### src/rtl/bcr_pkg.sv
// Operation
// - direct jump loads low pc from address field
// - jump opcode codes 0c-0f select pages 0-3
// - jump field is an offset from page base
// - register jump copies jump target, stack untouched
// - direct call pushes pc+1, loads field, page 0
// - direct call reaches page 0 entries only
// - register call pushes pc+1, loads jump target
// - system call sets segment, builds pc from entry fields
// - system call entry operand is seven bits
// - plain return pops pc, stack pointer plus one
// - skip return pops pc then adds one
// - interrupt return pops pc, restores saved state
// - vectored interrupt saves the program status word
// - interrupt return restores state even outside interrupts
package bcr_pkg;
  // default sizes
  localparam int PC_W_DEF    = 16;
  localparam int AR_W_DEF    = 16;
  localparam int STK_DEPTH   = 8;
  localparam int SP_W_DEF    = 3;
  localparam int PAGE_W_DEF  = 2;
  localparam int SEG_W       = 4;
  localparam int PSW_W       = 4;
  localparam int BANK_W      = 4;
  localparam int INST_W      = 16;
  localparam int ADR_W       = 8;
  localparam int DAT_W       = 32;
  localparam int SEL_W       = 4;

  // instruction fields
  localparam int ADDR_W      = 11;
  localparam int PAGE_LSB    = 11;
  localparam int OPC_LSB     = 11;
  localparam int OPC_W       = 5;
  localparam int JMP_LSB     = 13;
  localparam int ENTH_LSB    = 8;
  localparam int ENTH_W      = 3;
  localparam int SUB_LSB     = 4;
  localparam int SUB_W       = 4;
  localparam int ENTL_W      = 4;
  localparam logic [2:0]       OPC_JMP_HI  = 3'h3;
  localparam logic [OPC_W-1:0] OPC_GRP     = 5'h07;
  localparam logic [OPC_W-1:0] OPC_CALL    = 5'h1d;
  localparam logic [SUB_W-1:0] SUB_SYSTEM_ENTRY_OP  = 4'h0;
  localparam logic [SUB_W-1:0] SUB_BR_AR   = 4'h4;
  localparam logic [SUB_W-1:0] SUB_CALL_AR = 4'h5;
  localparam logic [SUB_W-1:0] SUB_RETURN_SKIP_OP   = 4'h6;
  localparam logic [SUB_W-1:0] SUB_INTERRUPT_RETURN_OP    = 4'h7;
  localparam logic [SUB_W-1:0] SUB_RET     = 4'he;

  // register offsets and field positions
  localparam logic [ADR_W-1:0] REG_JUMP = 8'h00;
  localparam logic [ADR_W-1:0] REG_CTRL = 8'h04;
  localparam logic [ADR_W-1:0] REG_STAT = 8'h08;
  localparam logic [ADR_W-1:0] REG_SAVE = 8'h0c;
  localparam int CTRL_PSW_LSB  = 0;
  localparam int CTRL_BANK_LSB = 4;
  localparam int STAT_PC_LSB   = 0;
  localparam int STAT_SEG_LSB  = 16;
  localparam int STAT_SP_LSB   = 24;

  // reset values and the system call segment
  localparam logic [SEG_W-1:0]  SEG_RST  = 4'h0;
  localparam logic [SEG_W-1:0]  SYS_SEG  = 4'h1;
  localparam logic [PSW_W-1:0]  PSW_RST  = 4'h0;
  localparam logic [BANK_W-1:0] BANK_RST = 4'h0;

  typedef enum logic [8:0] {
    BCR_OP_OTHER   = 9'h001,
    BCR_OP_JUMP    = 9'h002,
    BCR_OP_JUMP_AR = 9'h004,
    BCR_OP_CALL    = 9'h008,
    BCR_OP_CALL_AR = 9'h010,
    BCR_OP_SYSTEM  = 9'h020,
    BCR_OP_RET     = 9'h040,
    BCR_OP_RETURN_SKIP_OP   = 9'h080,
    BCR_OP_INTERRUPT_RETURN_OP    = 9'h100
  } bcr_op_t;
endpackage

### src/rtl/bcr_decode.sv
`timescale 1ns/100ps
module bcr_decode (
  input  wire logic [bcr_pkg::INST_W-1:0] inst_word,
  output bcr_pkg::bcr_op_t                op
);
  import bcr_pkg::*;

  function automatic bcr_op_t decode(input logic [INST_W-1:0] w);
    logic [OPC_W-1:0] opc;
    logic [SUB_W-1:0] sub;
    opc = w[OPC_LSB +: OPC_W];
    sub = w[SUB_LSB +: SUB_W];
    decode = BCR_OP_OTHER;
    if (w[INST_W-1:JMP_LSB] == OPC_JMP_HI) begin
      decode = BCR_OP_JUMP;
    end else if (opc == OPC_CALL) begin
      decode = BCR_OP_CALL;
    end else if (opc == OPC_GRP) begin
      // the system call uses the high entry bits, so only it ignores bits 10-8
      if (sub == SUB_SYSTEM_ENTRY_OP) begin
        decode = BCR_OP_SYSTEM;
      end else if (w[ENTH_LSB +: ENTH_W] == 3'h0) begin
        case (sub)
          SUB_BR_AR:   decode = BCR_OP_JUMP_AR;
          SUB_CALL_AR: decode = BCR_OP_CALL_AR;
          SUB_RET:     decode = BCR_OP_RET;
          SUB_RETURN_SKIP_OP:   decode = BCR_OP_RETURN_SKIP_OP;
          SUB_INTERRUPT_RETURN_OP:    decode = BCR_OP_INTERRUPT_RETURN_OP;
          default:     decode = BCR_OP_OTHER;
        endcase
      end
    end
  endfunction

  // pure decode, no state
  assign op = decode(inst_word);
endmodule

### src/rtl/bcr_addr_stack.sv
`timescale 1ns/100ps
module bcr_addr_stack #(
  parameter int DEPTH = bcr_pkg::STK_DEPTH,
  parameter int SP_W  = bcr_pkg::SP_W_DEF,
  parameter int W     = bcr_pkg::PC_W_DEF
) (
  input  wire logic            sys_clk,
  input  wire logic            rst_b,
  input  wire logic            push,
  input  wire logic            pop,
  input  wire logic [W-1:0]    wdata,
  output logic      [SP_W-1:0] sp,
  output logic      [W-1:0]    top
);
  import bcr_pkg::*;

  typedef struct packed {
    logic [SP_W-1:0]           sp;
    logic [DEPTH-1:0][W-1:0]   mem;
  } bcr_stk_t;

  bcr_stk_t s_r;
  bcr_stk_t s_nxt;

  // push predecrements, pop reads first then postincrements
  always_comb begin
    s_nxt = s_r;
    if (push) begin
      s_nxt.sp = s_r.sp - SP_W'(1);
      s_nxt.mem[s_nxt.sp] = wdata;
    end else if (pop) begin
      s_nxt.sp = s_r.sp + SP_W'(1);
    end
  end

  always_ff @(posedge sys_clk) begin
    if (!rst_b) begin
      s_r <= '0;
    end else begin
      s_r <= s_nxt;
    end
  end

  assign sp  = s_r.sp;
  assign top = s_r.mem[s_r.sp]; // no bounds flag: overflow wraps silently
endmodule

### src/rtl/bcr_flow_ctrl.sv
`timescale 1ns/100ps
module bcr_flow_ctrl #(
  parameter int PC_W      = bcr_pkg::PC_W_DEF,
  parameter int AR_W      = bcr_pkg::AR_W_DEF,
  parameter int STK_DEPTH = bcr_pkg::STK_DEPTH,
  parameter int SP_W      = bcr_pkg::SP_W_DEF,
  parameter int PAGE_W    = bcr_pkg::PAGE_W_DEF
) (
  input  wire logic                        sys_clk,
  input  wire logic                        rst_b,
  input  wire logic [bcr_pkg::ADR_W-1:0]   wb_adr_i,
  input  wire logic [bcr_pkg::DAT_W-1:0]   wb_dat_i,
  input  wire logic [bcr_pkg::SEL_W-1:0]   wb_sel_i,
  input  wire logic                        wb_we_i,
  input  wire logic                        wb_cyc_i,
  input  wire logic                        wb_stb_i,
  output logic      [bcr_pkg::DAT_W-1:0]   wb_dat_o,
  output logic                             wb_ack_o,
  input  wire logic [bcr_pkg::INST_W-1:0]  inst_word,
  input  wire logic                        inst_valid,
  input  wire logic                        int_take,
  input  wire logic [PC_W-1:0]             int_vector,
  output logic      [PC_W-1:0]             fetch_addr,
  output logic      [PAGE_W-1:0]           page_sel,
  output logic      [bcr_pkg::SEG_W-1:0]   segment_select,
  output logic      [bcr_pkg::PSW_W-1:0]   program_status_word,
  output logic      [bcr_pkg::BANK_W-1:0]  bank_sel
);
  import bcr_pkg::*;

  typedef struct packed {
    logic [PC_W-1:0]         pc;
    logic [AR_W-1:0]         jt;
    logic [SEG_W-1:0]        seg;
    logic [PSW_W-1:0]        psw;
    logic [BANK_W-1:0]       bank;
    logic [BANK_W+PSW_W-1:0] save;
    logic                    ack;
    logic [DAT_W-1:0]        dat;
  } bcr_state_t;

  bcr_state_t        s_r;
  bcr_state_t        s_nxt;
  bcr_op_t           op;
  logic [SP_W-1:0]   sp;
  logic [PC_W-1:0]   top;
  logic [PC_W-1:0]   pc_inc;
  logic [PC_W-1:0]   push_val;
  logic [DAT_W-1:0]  stat_word;
  logic [DAT_W-1:0]  ctrl_word;
  logic [DAT_W-1:0]  jt_word;
  logic [DAT_W-1:0]  ctrl_wr;
  logic [DAT_W-1:0]  jt_wr;
  logic              exec;
  logic              push;
  logic              pop;
  logic              wb_req;

  // byte-lane merge shared by every writable register
  function automatic logic [DAT_W-1:0] lane_merge(input logic [DAT_W-1:0] old_v,
                                                  input logic [DAT_W-1:0] new_v,
                                                  input logic [SEL_W-1:0] sel);
    lane_merge = old_v;
    for (int i = 0; i < SEL_W; i++) begin
      if (sel[i]) begin
        lane_merge[i*8 +: 8] = new_v[i*8 +: 8];
      end
    end
  endfunction

  bcr_decode u_decode (
    .inst_word (inst_word),
    .op        (op)
  );

  bcr_addr_stack #(
    .DEPTH (STK_DEPTH),
    .SP_W  (SP_W),
    .W     (PC_W)
  ) u_stack (
    .sys_clk (sys_clk),
    .rst_b   (rst_b),
    .push    (push),
    .pop     (pop),
    .wdata   (push_val),
    .sp      (sp),
    .top     (top)
  );

  // an accepted interrupt replaces the instruction in that cycle
  assign exec     = inst_valid & ~int_take;
  assign wb_req   = wb_cyc_i & wb_stb_i & ~s_r.ack;
  assign pc_inc   = s_r.pc + PC_W'(1);
  assign push     = int_take | (exec & (op == BCR_OP_CALL || op == BCR_OP_CALL_AR || op == BCR_OP_SYSTEM));
  assign pop      = exec & (op == BCR_OP_RET || op == BCR_OP_RETURN_SKIP_OP || op == BCR_OP_INTERRUPT_RETURN_OP);
  // interrupt resumes the pre-empted instruction, calls resume after themselves
  assign push_val = int_take ? s_r.pc : pc_inc;

  // read views of the registers
  always_comb begin
    stat_word = '0;
    stat_word[STAT_PC_LSB +: PC_W]  = s_r.pc;
    stat_word[STAT_SEG_LSB +: SEG_W] = s_r.seg;
    stat_word[STAT_SP_LSB +: SP_W]   = sp;
    ctrl_word = '0;
    ctrl_word[CTRL_PSW_LSB +: PSW_W]   = s_r.psw;
    ctrl_word[CTRL_BANK_LSB +: BANK_W] = s_r.bank;
    jt_word = '0;
    jt_word[AR_W-1:0] = s_r.jt;
  end

  // merged write images are named so that their fields can be selected
  assign ctrl_wr = lane_merge(ctrl_word, wb_dat_i, wb_sel_i);
  assign jt_wr   = lane_merge(jt_word, wb_dat_i, wb_sel_i);

  // next state: bus first, then instruction flow so hardware updates win
  always_comb begin
    s_nxt     = s_r;
    s_nxt.ack = wb_req;
    if (wb_req && !wb_we_i) begin
      case (wb_adr_i)
        REG_JUMP: s_nxt.dat = jt_word;
        REG_CTRL: s_nxt.dat = ctrl_word;
        REG_STAT: s_nxt.dat = stat_word;
        REG_SAVE: s_nxt.dat = DAT_W'(s_r.save);
        default:  s_nxt.dat = '0;
      endcase
    end
    if (wb_req && wb_we_i) begin
      case (wb_adr_i)
        REG_JUMP: s_nxt.jt = jt_wr[AR_W-1:0];
        REG_CTRL: begin
          s_nxt.psw  = ctrl_wr[CTRL_PSW_LSB +: PSW_W];
          s_nxt.bank = ctrl_wr[CTRL_BANK_LSB +: BANK_W];
        end
        default: s_nxt.jt = s_r.jt;
      endcase
    end
    if (int_take) begin
      s_nxt.save = {s_r.bank, s_r.psw};
      s_nxt.pc   = int_vector;
    end else if (inst_valid) begin
      // each flow instruction settles the next fetch address in this cycle
      case (op)
        BCR_OP_JUMP: begin
          s_nxt.pc = '0;
          s_nxt.pc[PAGE_LSB +: PAGE_W] = inst_word[PAGE_LSB +: PAGE_W];
          s_nxt.pc[ADDR_W-1:0] = inst_word[ADDR_W-1:0];
        end
        BCR_OP_JUMP_AR: s_nxt.pc = PC_W'(s_r.jt);
        BCR_OP_CALL: begin
          s_nxt.pc = '0;
          s_nxt.pc[ADDR_W-1:0] = inst_word[ADDR_W-1:0];
        end
        BCR_OP_CALL_AR: s_nxt.pc = PC_W'(s_r.jt);
        BCR_OP_SYSTEM: begin
          // only 3+4 entry bits exist, so targets span 0x000-0x70f
          s_nxt.seg = SYS_SEG;
          s_nxt.pc  = '0;
          s_nxt.pc[ENTH_LSB +: ENTH_W] = inst_word[ENTH_LSB +: ENTH_W];
          s_nxt.pc[ENTL_W-1:0] = inst_word[ENTL_W-1:0];
        end
        BCR_OP_RET:   s_nxt.pc = top;
        BCR_OP_RETURN_SKIP_OP: s_nxt.pc = top + PC_W'(1);
        BCR_OP_INTERRUPT_RETURN_OP: begin
          // restore is unconditional, so misuse after a plain call clobbers bank
          s_nxt.pc = top;
          {s_nxt.bank, s_nxt.psw} = s_r.save;
        end
        default: s_nxt.pc = pc_inc;
      endcase
    end
  end

  always_ff @(posedge sys_clk) begin
    if (!rst_b) begin
      s_r      <= '0;
      s_r.seg  <= SEG_RST;
      s_r.psw  <= PSW_RST;
      s_r.bank <= BANK_RST;
    end else begin
      s_r <= s_nxt;
    end
  end

  assign fetch_addr          = s_r.pc;
  assign page_sel            = s_r.pc[PAGE_LSB +: PAGE_W];
  assign segment_select      = s_r.seg;
  assign program_status_word = s_r.psw;
  assign bank_sel            = s_r.bank;
  assign wb_dat_o            = s_r.dat;
  assign wb_ack_o            = s_r.ack;

  // checks
  logic do_op;
  assign do_op = exec;

  // helper views of a newly taken bus request
  logic bus_wr;
  logic bus_rd;
  assign bus_wr = wb_cyc_i && wb_stb_i && wb_we_i && !wb_ack_o;
  assign bus_rd = wb_cyc_i && wb_stb_i && !wb_we_i && !wb_ack_o;
endmodule

### config.mk
export PLATFORM = sky130hd
export DESIGN_NAME = bcr_flow_ctrl
export DESIGN_NICKNAME = d
export VERILOG_FILES = /design/src/rtl/bcr_pkg.sv /design/src/rtl/bcr_decode.sv /design/src/rtl/bcr_addr_stack.sv /design/src/rtl/bcr_flow_ctrl.sv
export SDC_FILE = /design/constraint.sdc
export NUM_CORES = 1
export LEC_CHECK = 0
export ABC_AREA = 1
export BUFFER_PORTS_ARGS = -buffer_cell sky130_fd_sc_hd__clkbuf_2
export CAP_MARGIN = 40
export CORE_ASPECT_RATIO = 0.9
export CORE_MARGIN = 5
export CORE_UTILIZATION = 53
export DETAILED_ROUTE_END_ITERATION = 6
export PLACE_DENSITY = 0.79
export SYNTH_ARGS = -nofsm -noshare
export SYNTH_HDL_FRONTEND = slang
export SYNTH_SLANG_ARGS = --single-unit
export TNS_END_PERCENT = 1
### constraint.sdc
create_clock -name sys_clk -period 2.1 [get_ports sys_clk]
set_clock_uncertainty 0.05 [all_clocks]
set_input_delay 0.21 -clock sys_clk [delete_from_list [all_inputs] [get_ports sys_clk]]
set_output_delay 0.21 -clock sys_clk [all_outputs]
set_load 0.01 [all_outputs]
# ---- Yosys cells after proc, flatten, opt, wreduce, memory -nomap -nowiden
# Cells that the tools add are included.
# Widths: inputs -> output; s select.
dict set report word_totals {
  ff_bits 213
  out_inout_bits 63
  wordCells 94
}
dict set report op_classes {
  add_sub_neg 4
  n_lt_le_gt_ge 3
  eq_ne 19
  mux 24
  bitwise 8
  n_reduce_logical 18
}
# op count
set ops {}
lappend ops {{$bwmux 128} 1}
lappend ops {{$pmux 27 s4} 1}
lappend ops {{$pmux 16 s6} 1}
lappend ops {{$mux 16} 5}
lappend ops {{$bmux 16 s3} 1}
lappend ops {{$demux 16 s3} 1}
lappend ops {{$mux 8} 6}
lappend ops {{$mux 9} 5}
lappend ops {{$pmux 9 s5} 1}
lappend ops {{$add 16x1->16 const B} 2}
lappend ops {{$eq 4x3->1 const B} 4}
lappend ops {{$eq 8x4->1 const B} 2}
lappend ops {{$eq 9x2->1 const B} 1}
lappend ops {{$eq 9x3->1 const B} 1}
lappend ops {{$eq 9x4->1 const B} 1}
lappend ops {{$eq 9x5->1 const B} 1}
lappend ops {{$eq 9x6->1 const B} 1}
lappend ops {{$eq 9x7->1 const B} 1}
lappend ops {{$eq 9x8->1 const B} 1}
lappend ops {{$eq 9x9->1 const B} 1}
lappend ops {{$reduce_and 3->1} 3}
lappend ops {{$eq 8x3->1 const B} 1}
lappend ops {{$logic_not 8->1} 1}
lappend ops {{$lt 3x4->1 const B} 2}
lappend ops {{other kinds (18)} 31}

# ---- Depth between registers and ports, before layout
dict set report logic_depth {
  ltp_word 13
  mapped_depth 18
  mapped_depth_nobuf 16
}

# ---- Cells and area by module
# From an unflattened synthesis, not the netlist that was laid out.
dict set report unflattened {
  hier_cells 2091
  area_unflattened_um2 12889.9
}
# mod instances cells_per_inst area_each_um2 seq_area_each_um2
set modules_own_cells {}
lappend modules_own_cells {bcr_addr_stack 1 1165 7168.1 2622.5}
lappend modules_own_cells {bcr_flow_ctrl 1 886 5530.3 1401.3}
lappend modules_own_cells {bcr_decode 1 40 191.4 0.0}

# ---- Least setup slack after synthesis
# No wires, ideal clock.
dict set report synth_path {
  kind {flip-flop to flip-flop}
  start {reg u_stack.s_r (netlist bit u_stack.sp[0])}
  end {reg u_stack.s_r[94] in the netlist's numbering}
  arrival_ns 2.023
  setup_slack_ns -0.101
  path_stages_with_launch 14
  n_path_buf 4
  synth_period_minus_slack_ns 2.201
  cell_sequence {dfxtp_1 > buf_4 > inv_4 > buf_6 > buf_6 > ha_1 > xnor2_1 > inv_1 > nand2_1 > nor3_2 > inv_2 > buf_2 > o21ai_0 > a21oi_1}
}
dict set report synth_via {
  elab_chain_len 6
}
# item line_no
set synth_lines {}
lappend synth_lines {{from (decl)} bcr_addr_stack.sv:22} ;# bcr_stk_t s_r;
lappend synth_lines {{from (signal assigned)} bcr_addr_stack.sv:40} ;# s_r <= s_nxt;
lappend synth_lines {{$sub 3x1->3 (*)} bcr_addr_stack.sv:29} ;# s_nxt.sp = s_r.sp - SP_W'(1);
lappend synth_lines {{$lt 3x4->1 (not written as such) or $ge 3x1->1 (tied branches)} bcr_addr_stack.sv:30} ;# s_nxt.mem[s_nxt.sp] = wdata;
lappend synth_lines {{$logic_and 1x1->1 (not written as such)} bcr_addr_stack.sv:30}
lappend synth_lines {{$mux 16 (not written as such)} bcr_addr_stack.sv:30}
lappend synth_lines {{$demux 16 s3 (*)} n/a}
lappend synth_lines {{$bwmux 128 (*)} bcr_addr_stack.sv:30}
# Every way passes the cells marked *; elsewhere a longest branch is shown, timed or not.
# A chain may end at the register's enable or synchronous reset.

# ---- Final worst setup path
dict set report layout_path {
  start {reg u_stack.s_r (netlist bit u_stack.sp[0])}
  end {reg s_r (netlist bit fetch_addr[13])}
}
dict set report layout_via {
  elab_chain_len 6
}
# item line_no
set layout_lines {}
lappend layout_lines {{$bmux 16 s3 (*)} bcr_addr_stack.sv:45} ;# assign top = s_r.mem[s_r.sp];
lappend layout_lines {{$mux 16 (not written as such) (*)} bcr_addr_stack.sv:45}
lappend layout_lines {{$add 16x1->16} bcr_flow_ctrl.sv:164} ;# BCR_OP_RETURN_SKIP_OP: s_nxt.pc = top + PC_W'(1);
lappend layout_lines {{$pmux 16 s6 (*)} bcr_flow_ctrl.sv:144} ;# case (op)
lappend layout_lines {{$mux 16 (*)} bcr_flow_ctrl.sv:142} ;# end else if (inst_valid) begin
lappend layout_lines {{$mux 16 (*)} bcr_flow_ctrl.sv:139} ;# if (int_take) begin
lappend layout_lines {{to (signal assigned)} bcr_flow_ctrl.sv:182} ;# s_r <= s_nxt;
lappend layout_lines {{to (decl)} bcr_flow_ctrl.sv:42} ;# bcr_state_t s_r;
# Every way passes the cells marked *; elsewhere a longest branch is shown, timed or not. The select of a mux whose other input is x is not followed.

==> key figures <==
Run status
  – Status: finished with violations
  – Failing checks: setup timing

Finish
  – Register area: 4040 µm²
  – Fillers: 1659
  – Final #Nets: 1938
  – Most frequent cells in the layout: nand2_1, a21oi_1, dfxtp_1
  – Fin area: 14000 µm²
  – Commonest non-fill, non-tap cell in the layout: nand2_1
  – Number of inserted diodes: 0
  – Share of cells above drive strength 1: 23.0%
  – Multi-input logic area: 5940 µm²
  – Layout area overhead: 25.2%

CTS
  – CTS clk-pin slew, worst paths: 60 ps
  – TritonCTS clock tree: built
  – Root buffer selected by CTS: clkbuf_16
  – Clk_lat worst skew: 500 ps
  – Clock buffer depth: 3
  – TritonCTS buffer count: 23
  – H-tree levels: 1
  – Clk sinks: 201

Power
  – Pwr Density: 715 nW/µm²
  – Final Power: 9.99 mW
  – Max VDD drop: 448 µV
  – Pleak: 6.03 nW

Synthesis
  – Synth area leaders: dfxtp_1, nand2_1, a21oi_1
  – Seq/Total Area, Yosys: 36.1%
  – Post-Synthesis Cells: 1683
  – Mapped Area: 11200 µm²
  – Yosys cell types: 36
  – Synth top area share: 36.1%
  – Synth async-reset ratio: 0%
  – Post-synthesis register bit count: 201
  – YS warnings: 0
  – Syn_area_per_cell: 6.63 µm²
  – Number of synthesized flops with an enable pin: 0
  – Primary FF master, synth: dfxtp_1
  – Yosys top cell by area: dfxtp_1

Floorplanning
  – IO Pins: 146
  – DIE WIDTH: 163 µm
  – CORE AREA: 20800 µm²
  – Die Area: 24100 µm²
  – Die H: 148 µm
  – Cell Rows: 50
  – Effective utilization at floorplan: 53.7%

Routing
  – Initial DRC Count: 1489
  – Average wire per standard cell: 16.7 µm
  – Drt drc: 0
  – Avg Vias per Cell: 5.57
  – Antenna viol nets, final: 0
  – Final wirelength: 35900 µm
  – Routed vias: 11939
  – First-pass iteration count of the detailed router: 5

Setup path
  – Worst R2R Setup Slack: -70 ps
  – Worst reg2reg endpoint: fetch_addr[13]
  – Worst reg2reg path depth: 16
  – R2R Path Start: u_stack.sp[0]
  – CP Capture Type: flip-flop
  – Startpoint types: flip-flop
  – Crit-path max FO: 16
  – Arr. time, crit path: 2550 ps
  – Critical path data required time: 2480 ps
  – Kind of critical path: reg -> reg

STA
  – PnR worst setup slack: -73.5 ps
  – Final Hold Fails: 0
  – Final worst-path cycle share: 104%
  – Fmax: 460 MHz
  – RSZ-0062 raised after global routing: true
  – Crit path time final: 2170 ps
  – Setup violators final: 9
  – Fin. max-slew vios: 0
  – Worst-margin pin slew: 701 ps
  – Hold Worst Slack: 5.50 ps
  – Max-slew headroom: 53.2%

Hold path
  – Hold Path Class: in -> reg
  – Hold Path End: fetch_addr[2]
  – Hold path cells: 3
  – Worst Min Path Start: int_vector[2]

GRT
  – Pin count of the biggest net entering global routing: 112
  – First-pass GRT wire length: 55300 µm
  – Initial antenna violation count: 0
  – GRT Residual Overflow: 0
  – Number of global-route vias before repair: 11090
  – Tot GR Track Use: 27.7%

Placed design
  – Routability Congestion: 0.965
  – # port buffers: 112
  – DP HPWL: 24500 µm
  – Post-place instance area: 12400 µm²

Flow run
  – Max_cap viols: 0
worst max path at each step:
| stage | slack [ps] | depth (start not counted) | endpoint | start |
|---|---|---|---|---|
| finish | -70 | 16 | fetch_addr[13] | u_stack.sp[0] |
| global route | -140 | 15 | fetch_addr[11] | u_stack.sp[0] |
| CTS | -50 | 13 | fetch_addr[2] | u_stack.sp[0] |
| detailed placement | -90 | 13 | fetch_addr[8] | u_stack.sp[1] |
| global placement | -110 | 13 | fetch_addr[8] | u_stack.sp[1] |
| floorplan | -20 | 13 | u_stack.s_r[105] | u_stack.sp[0] |
report_power, final:
group,total (mW),switching [mW],internal [mW]
sequential,4.09,0.0878,4.00
clock,3.66,1.52,2.14
combinational,2.24,1.39,0.847
total,9.99,2.99,6.99
registers in the layout (all words and copies together) (netlist names):
name and flops:
wb_ack_o 1, bank_sel 4, segment_select 1, u_stack.sp 3, fetch_addr 16, program_status_word 4
jt_word 16, s_r 8, wb_dat_o 20, u_stack.s_r 128
critical path, cell delays in order, from the launching register on:
cell	delay [ps]
dfxtp_4	380
buf_8	150
buf_12	150
nand2_1	110
nand3_2	110
nand3_2	100
nand2_2	110
nor2_4	170
nand2_2	90
nor2_4	90
buf_6	130
nand2_1	60
nand2_1	60
nand3_1	70
nand2_1	80
nand2_1	50
a21oi_1	120
metal layers:
| layer | vias up | wire (µm) | track usage [%] |
|---|---|---|---|
| met5 | - | 0 | 0 |
| met2 | 618 | 16900 | 45.7 |
| li1 | 5776 | - | - |
| met1 | 5433 | 14500 | 37.2 |
| met3 | 112 | 3160 | 4.13 |
| met4 | 0 | 1340 | 9.77 |
stage by stage:
stage | setup slack (ps) | TNS [ps] | cells | utilization (%)
after floorplan | -21.8 | -226 | 1697 | -
after global routing | -138 | -3360 | 2145 | 67.3
final | -73.5 | -351 | 2145 | 67.3
after global placement | -115 | -426 | 2074 | 59.7
after detailed placement | -91.1 | -2280 | 2074 | 59.7
after CTS | -45.8 | -106 | 2134 | 64.5
cells in the mapped netlist, types with 17 or more instances:
master,count
o21ai_0,168
inv_1,195
nor2_1,92
a22oi_1,17
nand2_1,370
buf_2,22
a21oi_1,202
buf_4,68
clkbuf_1,41
nand3_1,128
dfxtp_1,201
o22ai_1,21
o21ai_1,49
logic make-up after synthesis:
| logic type | Yosys count | share of synthesized area (%) |
|---|---|---|
| AOI/OAI and AO/OA | 471 | 22.1 |
| xor gates and xnor gates | 17 | 1.33 |
| adders and majority gates | 4 | 0.449 |
| buffers and inverters | 360 | 15.7 |
| DFF | 201 | 36.1 |
| other | 1 | 0.0336 |
| and+or+nand+nor | 629 | 24.3 |
repair_timing:
action | CTS | global route
buffers inserted | 0 | 9
endpoints found under the hold margin | 26 | 0
gates cloned | 0 | 2
gates resized for setup | 21 | 145
hold buffers | 27 | 0
setup endpoints to repair | 78 | 132
pin swaps | 2 | 39
area by class of cell:
class                      count  share of cell area [%]
multi-input combinational   1136                    42.5
sequential                   201                    28.9
timing repair buffer         277                    15.4
inverter                     211                    5.77
clock buffer                  31                    4.69
tap                          286                    2.56
clock inverter                 2                  0.0716
timing repair inverter         1                  0.0537
(Power assumes the default switching activity.)
